## src/core/cvp_consts.svh

```systemverilog
// Constants for the cell voltage protection logic
`ifndef CVP_CONSTS_SVH
`define CVP_CONSTS_SVH

// Field widths
`define CVP_CODE_W         12
`define CVP_TMR_W          11
`define CVP_TCNT_W         12
`define CVP_PRE_W          20
`define CVP_SEC_W          10
`define CVP_LO_W           3

// Threshold reset values, 12-bit codes over 0 V to 4.8 V; timer reset code, 11 bits
`define CVP_DEF_OVLO       12'hE80
`define CVP_DEF_UVLO       12'h600
`define CVP_DEF_OV         12'hE2A
`define CVP_DEF_OVR        12'hDD5
`define CVP_DEF_UV         12'h900
`define CVP_DEF_UVR        12'hA00
`define CVP_DEF_SLV        12'h6AA
`define CVP_DEF_LVCH       12'h7AA
`define CVP_DEF_TMR        11'h201

// Timer code layout: unit select bit, count top bit, count low bits
`define CVP_TMR_UNIT_BIT   9
`define CVP_TMR_MSB_BIT    10
`define CVP_TMR_LOW_MSB    8

// Timing
`define CVP_CLK_PERIOD_PS  4000
`define CVP_MS_PS          1000000000
`define CVP_MS_PER_S       1000
`define CVP_UV_REL_EXTRA_S 3
`define CVP_LO_SAMPLES     5

`endif

```

## src/core/cvp_pkg.sv

```systemverilog
// Types shared by the cell voltage protection logic
`include "cvp_consts.svh"
package cvp_pkg;

    // Protection state of one condition
    typedef enum logic [0:0] {
        CVP_CLEAR = 1'h0,
        CVP_TRIP  = 1'h1
    } cvp_prot_t;

    // Threshold and timer configuration
    typedef struct packed {
        logic [`CVP_CODE_W-1:0] ov_lockout_threshold;
        logic [`CVP_CODE_W-1:0] uv_lockout_threshold;
        logic [`CVP_CODE_W-1:0] ov_threshold;
        logic [`CVP_CODE_W-1:0] ov_recovery_threshold;
        logic [`CVP_CODE_W-1:0] uv_threshold;
        logic [`CVP_CODE_W-1:0] uv_recovery_threshold;
        logic [`CVP_CODE_W-1:0] sleep_level_threshold;
        logic [`CVP_CODE_W-1:0] precharge_threshold;
        logic [`CVP_TMR_W-1:0]  ov_timer_code;
        logic [`CVP_TMR_W-1:0]  uv_timer_code;
        logic [`CVP_TMR_W-1:0]  sleep_timer_code;
    } cvp_cfg_t;

    // Status flags toward FET and power-state control
    typedef struct packed {
        logic ov;
        logic uv;
        logic ov_lockout;
        logic uv_lockout;
        logic sleep_level;
        logic precharge;
    } cvp_status_t;

    // Qualification timer state
    typedef struct packed {
        logic [`CVP_TCNT_W-1:0] cnt;
    } cvp_tmr_state_t;

    // Main block state
    typedef struct packed {
        cvp_cfg_t               cfg;
        cvp_status_t            status;
        cvp_prot_t              ov_state;
        cvp_prot_t              uv_state;
        logic                   ov_cond;
        logic                   uv_cond;
        logic                   sleep_cond;
        logic [`CVP_LO_W-1:0]   ovlo_cnt;
        logic [`CVP_LO_W-1:0]   uvlo_cnt;
        logic [`CVP_PRE_W-1:0]  pre_cnt;
        logic [`CVP_SEC_W-1:0]  sec_cnt;
        logic                   tick_ms;
        logic                   tick_s;
    } cvp_state_t;

endpackage

```

## src/core/cvp_protect.sv

```systemverilog
// Cell voltage protection: thresholds, lockouts, timers and status flags
// Function
// - Thresholds are 12-bit codes over 0 V to 4.8 V, compared per cell.
// - Overvoltage lockout on any cell above limit; clears when all below recovery.
// - Undervoltage lockout on any cell below limit; clears when all above recovery.
// - Lockouts need five consecutive samples beyond limit in normal mode.
// - Overvoltage detected when any cell stays above threshold for timer duration.
// - Overvoltage released when all cells stay below recovery for same timer.
// - Overvoltage timer: 10-bit count with 1 ms or 1 s step.
// - Undervoltage detected when any cell stays below threshold for timer duration.
// - Undervoltage released when all cells rise above recovery code.
// - Undervoltage timer: 10-bit count with 1 ms or 1 s step.
// - Undervoltage release waits programmed time plus three extra seconds.
// - Sleep level flagged when any cell falls below sleep threshold.
// - Sleep level qualified by its own 10-bit ms or s timer.
// - Precharge requested while any cell is below precharge threshold.
`timescale 1ns/1ps
`include "cvp_consts.svh"
module cvp_protect
    import cvp_pkg::*;
#(
    parameter int N_CELLS   = 8,
    parameter int MS_CYCLES = `CVP_MS_PS / `CVP_CLK_PERIOD_PS
)
(
    // Clock and reset
    input  wire logic                            i_clock,
    input  wire logic                            i_rst_n,
    // Configuration load
    input  wire logic                            i_cfg_load,
    input  wire cvp_cfg_t                        i_cfg,
    // Cell scan results
    input  wire logic                            i_sample_valid,
    input  wire logic [N_CELLS*`CVP_CODE_W-1:0]  i_cells,
    // Status and config readback
    output cvp_status_t                          o_status,
    output cvp_cfg_t                             o_cfg
);

    localparam logic [`CVP_PRE_W-1:0] PRE_LAST = `CVP_PRE_W'(MS_CYCLES - 1);
    localparam logic [`CVP_SEC_W-1:0] SEC_LAST = `CVP_SEC_W'(`CVP_MS_PER_S - 1);
    localparam logic [`CVP_LO_W-1:0]  LO_LAST  = `CVP_LO_W'(`CVP_LO_SAMPLES - 1);

    localparam cvp_cfg_t CFG_RESET = '{
        ov_lockout_threshold:  `CVP_DEF_OVLO,
        uv_lockout_threshold:  `CVP_DEF_UVLO,
        ov_threshold:          `CVP_DEF_OV,
        ov_recovery_threshold: `CVP_DEF_OVR,
        uv_threshold:          `CVP_DEF_UV,
        uv_recovery_threshold: `CVP_DEF_UVR,
        sleep_level_threshold: `CVP_DEF_SLV,
        precharge_threshold:   `CVP_DEF_LVCH,
        ov_timer_code:         `CVP_DEF_TMR,
        uv_timer_code:         `CVP_DEF_TMR,
        sleep_timer_code:      `CVP_DEF_TMR
    };

    cvp_state_t s_q;
    cvp_state_t s_d;
    logic       ovlo_hit;
    logic       uvlo_hit;
    logic       ovr_all;
    logic       uvr_all;
    logic       ov_hit;
    logic       uv_hit;
    logic       slp_hit;
    logic       pre_hit;
    logic       ov_done;
    logic       uv_done;
    logic       slp_done;
    logic [1:0] uv_extra;

    // Per-cell compare: rising tests above, else below; any or all cells
    function automatic logic cell_hit(
        input logic [N_CELLS*`CVP_CODE_W-1:0] v,
        input logic [`CVP_CODE_W-1:0]         th,
        input logic                           rising,
        input logic                           want_any
    );
        logic r;
        logic c;
        r = !want_any;
        for (int i = 0; i < N_CELLS; i++)
        begin
            c = rising ? (v[i*`CVP_CODE_W +: `CVP_CODE_W] > th)
                       : (v[i*`CVP_CODE_W +: `CVP_CODE_W] < th);
            r = want_any ? (r | c) : (r & c);
        end
        return r;
    endfunction

    assign ovlo_hit = cell_hit(i_cells, s_q.cfg.ov_lockout_threshold, 1'b1, 1'b1);
    assign uvlo_hit = cell_hit(i_cells, s_q.cfg.uv_lockout_threshold, 1'b0, 1'b1);
    assign ovr_all  = cell_hit(i_cells, s_q.cfg.ov_recovery_threshold, 1'b0, 1'b0);
    assign uvr_all  = cell_hit(i_cells, s_q.cfg.uv_recovery_threshold, 1'b1, 1'b0);
    assign ov_hit   = cell_hit(i_cells, s_q.cfg.ov_threshold, 1'b1, 1'b1);
    assign uv_hit   = cell_hit(i_cells, s_q.cfg.uv_threshold, 1'b0, 1'b1);
    assign slp_hit  = cell_hit(i_cells, s_q.cfg.sleep_level_threshold, 1'b0, 1'b1);
    assign pre_hit  = cell_hit(i_cells, s_q.cfg.precharge_threshold, 1'b0, 1'b1);

    assign uv_extra = (s_q.uv_state == CVP_TRIP) ? 2'(`CVP_UV_REL_EXTRA_S) : 2'h0;

    cvp_qual_timer u_ov_timer (
        .i_clock   (i_clock),
        .i_rst_n   (i_rst_n),
        .i_tick_ms (s_q.tick_ms),
        .i_tick_s  (s_q.tick_s),
        .i_cond    (s_q.ov_cond),
        .i_code    (s_q.cfg.ov_timer_code),
        .i_extra_s (2'h0),
        .o_done    (ov_done)
    );

    cvp_qual_timer u_uv_timer (
        .i_clock   (i_clock),
        .i_rst_n   (i_rst_n),
        .i_tick_ms (s_q.tick_ms),
        .i_tick_s  (s_q.tick_s),
        .i_cond    (s_q.uv_cond),
        .i_code    (s_q.cfg.uv_timer_code),
        .i_extra_s (uv_extra),
        .o_done    (uv_done)
    );

    cvp_qual_timer u_slp_timer (
        .i_clock   (i_clock),
        .i_rst_n   (i_rst_n),
        .i_tick_ms (s_q.tick_ms),
        .i_tick_s  (s_q.tick_s),
        .i_cond    (s_q.sleep_cond),
        .i_code    (s_q.cfg.sleep_timer_code),
        .i_extra_s (2'h0),
        .o_done    (slp_done)
    );

    // Next-state logic
    always_comb
    begin
        s_d = s_q;
        // Millisecond and second ticks from the core clock
        s_d.tick_ms = 1'b0;
        s_d.tick_s  = 1'b0;
        if (s_q.pre_cnt == PRE_LAST)
        begin
            s_d.pre_cnt = '0;
            s_d.tick_ms = 1'b1;
            if (s_q.sec_cnt == SEC_LAST)
            begin
                s_d.sec_cnt = '0;
                s_d.tick_s  = 1'b1;
            end
            else
                s_d.sec_cnt = s_q.sec_cnt + `CVP_SEC_W'(1);
        end
        else
            s_d.pre_cnt = s_q.pre_cnt + `CVP_PRE_W'(1);

        // new thresholds take effect from the next sample
        if (i_cfg_load)
            s_d.cfg = i_cfg;

        // Conditions are sampled per scan and held between scans
        if (i_sample_valid)
        begin
            s_d.ov_cond    = (s_q.ov_state == CVP_CLEAR) ? ov_hit : ovr_all;
            s_d.uv_cond    = (s_q.uv_state == CVP_CLEAR) ? uv_hit : uvr_all;
            s_d.sleep_cond = slp_hit;
            s_d.status.precharge = pre_hit;

            if (!s_q.status.ov_lockout)
            begin
                if (!ovlo_hit)
                    s_d.ovlo_cnt = '0;
                else if (s_q.ovlo_cnt == LO_LAST)
                begin
                    s_d.ovlo_cnt          = '0;
                    s_d.status.ov_lockout = 1'b1;
                end
                else
                    s_d.ovlo_cnt = s_q.ovlo_cnt + `CVP_LO_W'(1);
            end
            else if (ovr_all)
                s_d.status.ov_lockout = 1'b0;

            if (!s_q.status.uv_lockout)
            begin
                if (!uvlo_hit)
                    s_d.uvlo_cnt = '0;
                else if (s_q.uvlo_cnt == LO_LAST)
                begin
                    s_d.uvlo_cnt          = '0;
                    s_d.status.uv_lockout = 1'b1;
                end
                else
                    s_d.uvlo_cnt = s_q.uvlo_cnt + `CVP_LO_W'(1);
            end
            else if (uvr_all)
                s_d.status.uv_lockout = 1'b0;
        end

        // overvoltage and undervoltage states toggle; cond cleared so timer restarts
        case (s_q.ov_state)
            CVP_CLEAR, CVP_TRIP:
                if (ov_done)
                begin
                    s_d.ov_state = (s_q.ov_state == CVP_CLEAR) ? CVP_TRIP : CVP_CLEAR;
                    s_d.ov_cond  = 1'b0;
                end
            default:
                s_d.ov_state = CVP_CLEAR;
        endcase
        case (s_q.uv_state)
            CVP_CLEAR, CVP_TRIP:
                if (uv_done)
                begin
                    s_d.uv_state = (s_q.uv_state == CVP_CLEAR) ? CVP_TRIP : CVP_CLEAR;
                    s_d.uv_cond  = 1'b0;
                end
            default:
                s_d.uv_state = CVP_CLEAR;
        endcase
        s_d.status.ov = (s_d.ov_state == CVP_TRIP);
        s_d.status.uv = (s_d.uv_state == CVP_TRIP);
        // sleep flag drops as soon as the condition does
        s_d.status.sleep_level = slp_done;
    end

    // State register
    always_ff @(posedge i_clock or negedge i_rst_n)
    begin
        if (!i_rst_n)
        begin
            s_q     <= '0;
            s_q.cfg <= CFG_RESET;
        end
        else
            s_q <= s_d;
    end

    assign o_status = s_q.status;
    assign o_cfg    = s_q.cfg;
endmodule

```

## src/core/cvp_qual_timer.sv

```systemverilog
// Qualification timer: counts ms or s ticks while a condition holds
`timescale 1ns/1ps
`include "cvp_consts.svh"
module cvp_qual_timer
    import cvp_pkg::*;
(
    // Clock and reset
    input  wire logic                   i_clock,
    input  wire logic                   i_rst_n,
    // Time base
    input  wire logic                   i_tick_ms,
    input  wire logic                   i_tick_s,
    // Qualification request
    input  wire logic                   i_cond,
    input  wire logic [`CVP_TMR_W-1:0]  i_code,
    input  wire logic [1:0]             i_extra_s,
    // Result
    output logic                        o_done
);

    cvp_tmr_state_t         s_q;
    cvp_tmr_state_t         s_d;
    logic                   unit_s;
    logic [`CVP_TCNT_W-1:0] target;
    logic                   tick;

    // code decode
    // Count is split around the unit bit so the reset code means one second
    assign unit_s = i_code[`CVP_TMR_UNIT_BIT];
    assign target = `CVP_TCNT_W'({i_code[`CVP_TMR_MSB_BIT], i_code[`CVP_TMR_LOW_MSB:0]})
                  + (unit_s ? `CVP_TCNT_W'(i_extra_s)
                            : `CVP_TCNT_W'(i_extra_s) * `CVP_TCNT_W'(`CVP_MS_PER_S));
    assign tick   = unit_s ? i_tick_s : i_tick_ms;

    always_comb
    begin
        s_d = s_q;
        if (!i_cond)
            s_d.cnt = '0;
        else if (tick && s_q.cnt < target)
            s_d.cnt = s_q.cnt + `CVP_TCNT_W'(1);
    end

    // Done is combinational; the caller registers its flags
    assign o_done = i_cond && (s_q.cnt >= target);

    always_ff @(posedge i_clock or negedge i_rst_n)
    begin
        if (!i_rst_n)
            s_q <= '0;
        else
            s_q <= s_d;
    end
endmodule

```

## config.mk

```make
export PLATFORM = sky130hd
export DESIGN_NAME = cvp_protect
export DESIGN_NICKNAME = d
export VERILOG_FILES = /design/src/core/cvp_pkg.sv /design/src/core/cvp_protect.sv /design/src/core/cvp_qual_timer.sv
export VERILOG_INCLUDE_DIRS = /design/src /design/src/core
export SDC_FILE = /design/constraint.sdc
export NUM_CORES = 1
export LEC_CHECK = 0
export BUFFER_PORTS_ARGS = -buffer_cell sky130_fd_sc_hd__buf_2
export CELL_PAD_IN_SITES_DETAIL_PLACEMENT = 0
export CELL_PAD_IN_SITES_GLOBAL_PLACEMENT = 1
export CORE_MARGIN = 2
export CORE_UTILIZATION = 41
export CTS_CLUSTER_SIZE = 28
export DETAILED_ROUTE_END_ITERATION = 8
export PLACE_DENSITY_LB_ADDON = 0.1
export SLEW_MARGIN = 20
export SYNTH_ARGS = -nofsm -noshare
export SYNTH_HDL_FRONTEND = slang
export SYNTH_SLANG_ARGS = --single-unit
```

## constraint.sdc

```tcl
create_clock -name i_clock -period 4.1 [get_ports i_clock]
set_clock_uncertainty 0.15 [all_clocks]
set_input_delay 0.205 -clock i_clock [delete_from_list [all_inputs] [get_ports i_clock]]
set_output_delay 0.205 -clock i_clock [all_outputs]
set_load 0.01 [all_outputs]
```

==> After elaboration in Yosys (flattened, before gate mapping) <==
Index checks and enable logic that the tools add are counted.
Widths: inputs -> output; s select.
{ "totals": {"regBits": 212, "in_bits": 229, "out_inout_bits": 135, "elab_cells": 219} }
{ "classes": {"n_addsub": 8, "n_mul": 1, "magnitude_cmp": 70, "eq_ne": 7, "mux": 36, "bitwise_logic": 58, "n_reduce_logical": 10} }
{ "ops": {"columns": ["op", "count"], "rows": [
  ["$lt 12x12->1", 41],
  ["$gt 12x12->1", 24],
  ["$mux 12", 7],
  ["$or 1x1->1", 42],
  ["$add 12x1->12 const B", 3],
  ["$ge 12x10->1", 2],
  ["$lt 12x10->1", 2],
  ["$add 20x1->20 const B", 1],
  ["$eq 20x18->1 const B", 1],
  ["$mux 20", 1],
  ["$mux 1", 18],
  ["$mux 3", 6],
  ["$and 1x1->1", 14],
  ["$add 10x12->12", 1],
  ["$ge 12x12->1", 1],
  ["$add 10x1->10 const B", 1],
  ["$eq 10x10->1 const B", 1],
  ["$mux 10", 1],
  ["$mul 2x7->9 const B", 1],
  ["$mux 9", 1],
  ["$add 3x1->3 const B", 2],
  ["$eq 3x3->1 const B", 2],
  ["$logic_and 1x1->1", 6],
  ["$ne 2x1->1 const B", 3],
  ["other kinds (4)", 8]
]} }

==> Longest topological paths before layout <==
{ "depth": {"depth_word": 12, "mapped_depth": 20, "ltp_nobuf": 20} }

==> By module <==
A second synthesis with hierarchy kept.
{ "hier_totals": {"cells_unflattened": 3163, "hier_area_um2": 28080.7} }
{ "by_module_without_submodules": {"columns": ["mod", "n_inst", "cells_per_inst", "area_per_inst_um2"], "rows": [
  ["cvp_protect", 1, 2614, 23472.5],
  ["cvp_qual_timer (u_ov_timer ...)", 2, 174, 1451.4],
  ["cvp_qual_timer (u_uv_timer)", 1, 201, 1705.4]
]} }

==> Worst setup path before layout <==
OpenSTA, ideal clock, no wires.
{ "synth_timing": {"path_type": "register to register", "startpoint": "register, netlist name o_status[4]", "endpoint": "register u_uv_timer.s_q[9] in the netlist's numbering", "setup_time_ns": 0.079, "arrival_ns": 3.957, "t_required_ns": 3.871, "path_slack_ns": -0.086, "path_stages_with_launch": 19, "path_buffers": 0, "synth_period_minus_slack_ns": 4.186, "path_cell_list": "dfrtp_1 and2_1 ha_1 inv_1 fa_1 nor2b_1 maj3_1 o311ai_1 nand2_1 maj3_1 a21oi_1 ha_1 a21o_1 a21oi_1 o21ai_1 a211oi_4 nand4_4 nor4_2 mux2i_1"} }
{ "synth_rtl": {"columns": ["item", "line", "text"], "rows": [
  ["end signal, assigned", "cvp_qual_timer.sv:50", "s_q <= '0;"],
  ["end signal, assigned", "cvp_qual_timer.sv:52", "s_q <= s_d;"],
  ["end, declared", "cvp_qual_timer.sv:21", "cvp_tmr_state_t s_q;"]
]} }

==> Worst setup path in the final report <==
{ "layout_timing": {"startpoint": "register s_q (netlist bit o_cfg[20])", "endpoint": "register u_uv_timer.s_q[7] in the netlist's numbering"} }
{ "layout_via": {"elab_chain_len": 5, "word_cells_on_any_way": 6, "cone_classes": "add/sub: 1; order compare: 1; eq/ne: 1; mux: 2; reduce/logical: 1"} }
{ "layout_lines": {"columns": ["item", "line", "text"], "rows": [
  ["start, declared", "cvp_protect.sv:58", "cvp_state_t s_q;"],
  ["$mux 12", "cvp_qual_timer.sv:31", "+ (unit_s ? `CVP_TCNT_W'(i_extra_s)"],
  ["$add 10x12->12 (no line)", null, null],
  ["$lt 12x12->1", "cvp_qual_timer.sv:40", "else if (tick && s_q.cnt < target)"],
  ["$logic_and 1x1->1 (*)", "cvp_qual_timer.sv:40", null],
  ["$ne 2x1->1 (no line) (*)", null, null]
]} }
Every way passes the cells marked *; elsewhere a longest branch is shown, timed or not.
A chain may end at the register's enable or synchronous reset.

==> impl_metrics.csv <==
group,metric,value,unit
synthesis,synth.ff_latch_count,212,
global_routing,top_usage_layer,"met2",
floorplan,die-height,257,um
final_layout,syn_to_final_growth,17.6,%
timing,finalSetupViolations,0,
global_routing,grt_pass1_wl,166000,um
synthesis,synth-async-reset-ratio,1.00,
synthesis,yosysWarnings,0,
detailed_routing,num_vias,25751,
timing,slew_headroom,0.427,
run_status,status,"finished clean",
floorplan,num_rows,92,
timing,fin_crit,4.06,ns
synthesis,netlist_area,26300,um2
setup_path,start_kind,"flip-flop",
synthesis,syn_avg_cell_area,8.90,um2
detailed_routing,viasPerCell,6.07,
setup_path,critPathCaptureType,"flip-flop",
clock_network,cts_buffers,28,
synthesis,synth-edff-count,0,
flow_run,maxCapViolations,0,
global_routing,grt_pass1_vias,25339,
global_routing,track_usage,0.340,
setup_path,crit_arrival,4.36,ns
global_routing,met2_usage,0.527,
clock_network,clock_path_buffers,3,
pwr,seqPwrFrac,0.279,
detailed_routing,ant_nets,0,
synthesis,ys_types,75,
floorplan,die_w,257,um
synthesis,synth_ff_type,"dfrtp_1",
global_routing,grt_use_met3,0.0819,
placement,place.gp.congestion,0.953,
clock_network,clk_latency,0.58,ns
pwr,p_sw_frac,0.393,
global_routing,grt_max_degree,110,
clock_network,cts_sinks,212,
floorplan,num_io_pins,364,
setup_path,cp.required,4.40,ns
pwr,p_leak,15.1,nW
timing,tns,0,ns
pwr,internal-power,5.37,mW
synthesis,netlist.area_leader.share,0.367,
timing,fmax,246,MHz
timing,hold_slack,0.00108,ns
clock_network,ctsHtreeMaxLevel,1,
synthesis,synth_seq_area_share,0.203,
global_routing,gr-total-overflow,0,
clock_network,cts_tree,"done",
final_layout,nets,4372,
pwr,combPwrFrac,0.420,
floorplan,start_util,0.416,
synthesis,synthCells,2958,
min_path,hp-class,"in2reg",
timing,tightestPinTransition,0.859,ns
floorplan,core_area,63300,um2
pwr,pwr-share-clk,0.301,
final_layout,nFillCells,6079,
detailed_routing,totalWireLength,116000,um
setup_path,critical_path.max_fanout,5,
global_routing,antenna_found_initial,14,
final_layout,final_area,31000,um2
pwr,power.density,286,nW/um2
timing,hold_viol_final,0,
synthesis,synth_top_area_cell,"ha_1",
final_layout,layout-drive-gt1-share,0.166,
detailed_routing,dr.pass1.iters,5,
placement,dp_hpwl,83400,um
detailed_routing,drt_iter0_drc,2384,
clock_network,cts.clk_slew.worst_paths,0.07,ns
synthesis,yosys-top-cells-area,"ha_1 37%, dfrtp_1 16%, o21ai_0 4.6%, dfstp_2 4.3%, buf_4 3.8%",
timing,report.final.slew_viol_count,0,
final_layout,fin_cells,4242,
final_layout,final_core_util,0.489,
clock_network,root_buffer,"clkbuf_16",
global_routing,grtUsageMet1,0.430,
placement,placed_cell_area,28400,um2
detailed_routing,wl_per_cell,27.3,um
timing,rsz0062_at_grt,"yes",
detailed_routing,drc,0,
timing,post-route-period-util,0.991,
floorplan,dieArea,66300,um2
pwr,max-vdd-ir-drop,294,uV
setup_path,critPathKind,"reg2reg",
pwr,switching_power,3.48,mW
placement,port_buffers,363,
placement,dp.cells,4040,
synthesis,synthesis.nets,3960,
-- what timing repair did --
action | 4_1_cts | 5_1_grt
hold buffers | 139 | 0
pin swaps | 9 | 2
hold endpoints to repair | 230 | 0
setup endpoints to repair | 10 | 12
buffers inserted | 3 | 3
resized for setup | 6 | 13
gates cloned | 1 | 0
-- layout make-up --
type,instances,area (um2),share of cell area
well taps,846,1060,0.0342
diodes,4,10.0,0.000323
clock inverters,11,140,0.00452
clock buffers,41,861,0.0278
inverters,146,548,0.0177
repair buffers,557,3660,0.118
multi-input cells,2425,19300,0.624
flip-flops and latches,212,5360,0.173
-- metrics by stage --
stage,power (mW),setup WS [ns]
after global routing,9.43,-0.177
after floorplan,4.72,0.00795
after global placement,5.83,-0.0478
final,8.85,0.0384
after detailed placement,6.00,-0.175
after CTS,8.83,0.00183
-- flip-flops by register name (all words and copies together), names as in the netlist --
register / cells
u_slp_timer.s_q: 12
o_status: 6
u_uv_timer.s_q: 12
u_ov_timer.s_q: 12
o_cfg: 129
s_q: 41
-- cell families after synthesis --
group / share of synthesized area
XOR/XNOR: 0.0176
adder cells (fa/ha/maj): 0.368
flip-flops: 0.203
multiplexers: 0.0116
AO/OA/AOI/OAI: 0.185
AND/OR/NAND/NOR: 0.149
buffers and inverters: 0.0652
-- layout by cell type, fill, tap and decap left out, types with 9 or more instances in the layout --
| master | n |
|---|---|
| ha_1 | 770 |
| buf_2 | 361 |
| nand2_1 | 241 |
| o21ai_0 | 239 |
| a21oi_1 | 199 |
| dfrtp_1 | 169 |
| inv_1 | 143 |
| dlygate4sd3_1 | 139 |
| nand4_1 | 138 |
| nor2_1 | 126 |
| a21o_1 | 86 |
| nand3_1 | 61 |
| nor3_1 | 61 |
| buf_4 | 52 |
| a211oi_1 | 45 |
| dfstp_2 | 43 |
| xnor2_1 | 37 |
| o211ai_1 | 37 |
| nor2b_1 | 36 |
| a2111oi_0 | 30 |
| clkbuf_16 | 29 |
| nand2b_1 | 22 |
| mux2_2 | 21 |
| nor4_1 | 20 |
| and2_1 | 20 |
| xor2_1 | 16 |
| o22ai_1 | 15 |
| a31oi_1 | 14 |
| o31ai_1 | 14 |
| o21ai_1 | 13 |
| or3_1 | 13 |
| a21boi_0 | 13 |
| o21a_1 | 12 |
| clkbuf_8 | 9 |
-- final timing paths --
check,cells past startpoint,to,slack [ns],startpoint
setup / recovery,20,u_uv_timer.s_q[7],0.04,o_cfg[20]
hold / removal,3,o_cfg[84],0.001,i_cfg_load
setup reg to reg,20,u_uv_timer.s_q[7],0.04,o_cfg[20]
min in group asynchronous,2,o_cfg[67],0.03,i_rst_n
hold reg to reg,1,s_q[31],0.33,s_q[31]
max in group asynchronous,3,o_cfg[22],2.67,i_rst_n
-- synthesized netlist by cell type (all sizes together) (31+ instances only) --
| cell type | instances |
|---|---|
| inv | 146 |
| buf | 139 |
| dfrtp | 169 |
| xnor2 | 37 |
| nand4 | 139 |
| ha | 772 |
| o211ai | 37 |
| o21ai | 253 |
| nand2 | 242 |
| nor2b | 36 |
| dfstp | 43 |
| nand3 | 61 |
| a211oi | 46 |
| nor2 | 126 |
| clkbuf | 37 |
| a21oi | 203 |
| a2111oi | 31 |
| nor3 | 61 |
| a21o | 86 |
-- power groups by stage --
stage,clock [mW],sequential (mW),combinational [mW]
floorplan,0,2.42,2.30
global placement,0,2.49,3.34
detailed placement,0,2.50,3.50
CTS,2.74,2.46,3.63
global route,2.82,2.49,4.11
finish,2.67,2.46,3.72
-- metal layers --
| layer | up-vias | wire (um) |
|---|---|---|
| met5 | - | 66 |
| met1 | 12326 | 47400 |
| met3 | 375 | 10800 |
| met4 | 10 | 7970 |
| li1 | 11878 | - |
| met2 | 1162 | 49700 |
-- critical path, cell delays in order (launching register included) --
cell and delay [ns]:
dfstp_2 0.52, and2_4 0.16, ha_4 0.13, inv_2 0.04
fa_2 0.33, nor2b_1 0.14, maj3_2 0.24, inv_2 0.04
o21ai_1 0.11, nand2_1 0.08, nand2_2 0.08, maj3_2 0.20
a21oi_2 0.05, ha_1 0.29, a21o_1 0.17, a21oi_2 0.14
o21ai_2 0.09, a211oi_4 0.33, nand4_4 0.23, o311ai_2 0.31
o41ai_1 0.11
Note: power is estimated with default switching activity, not from simulation.
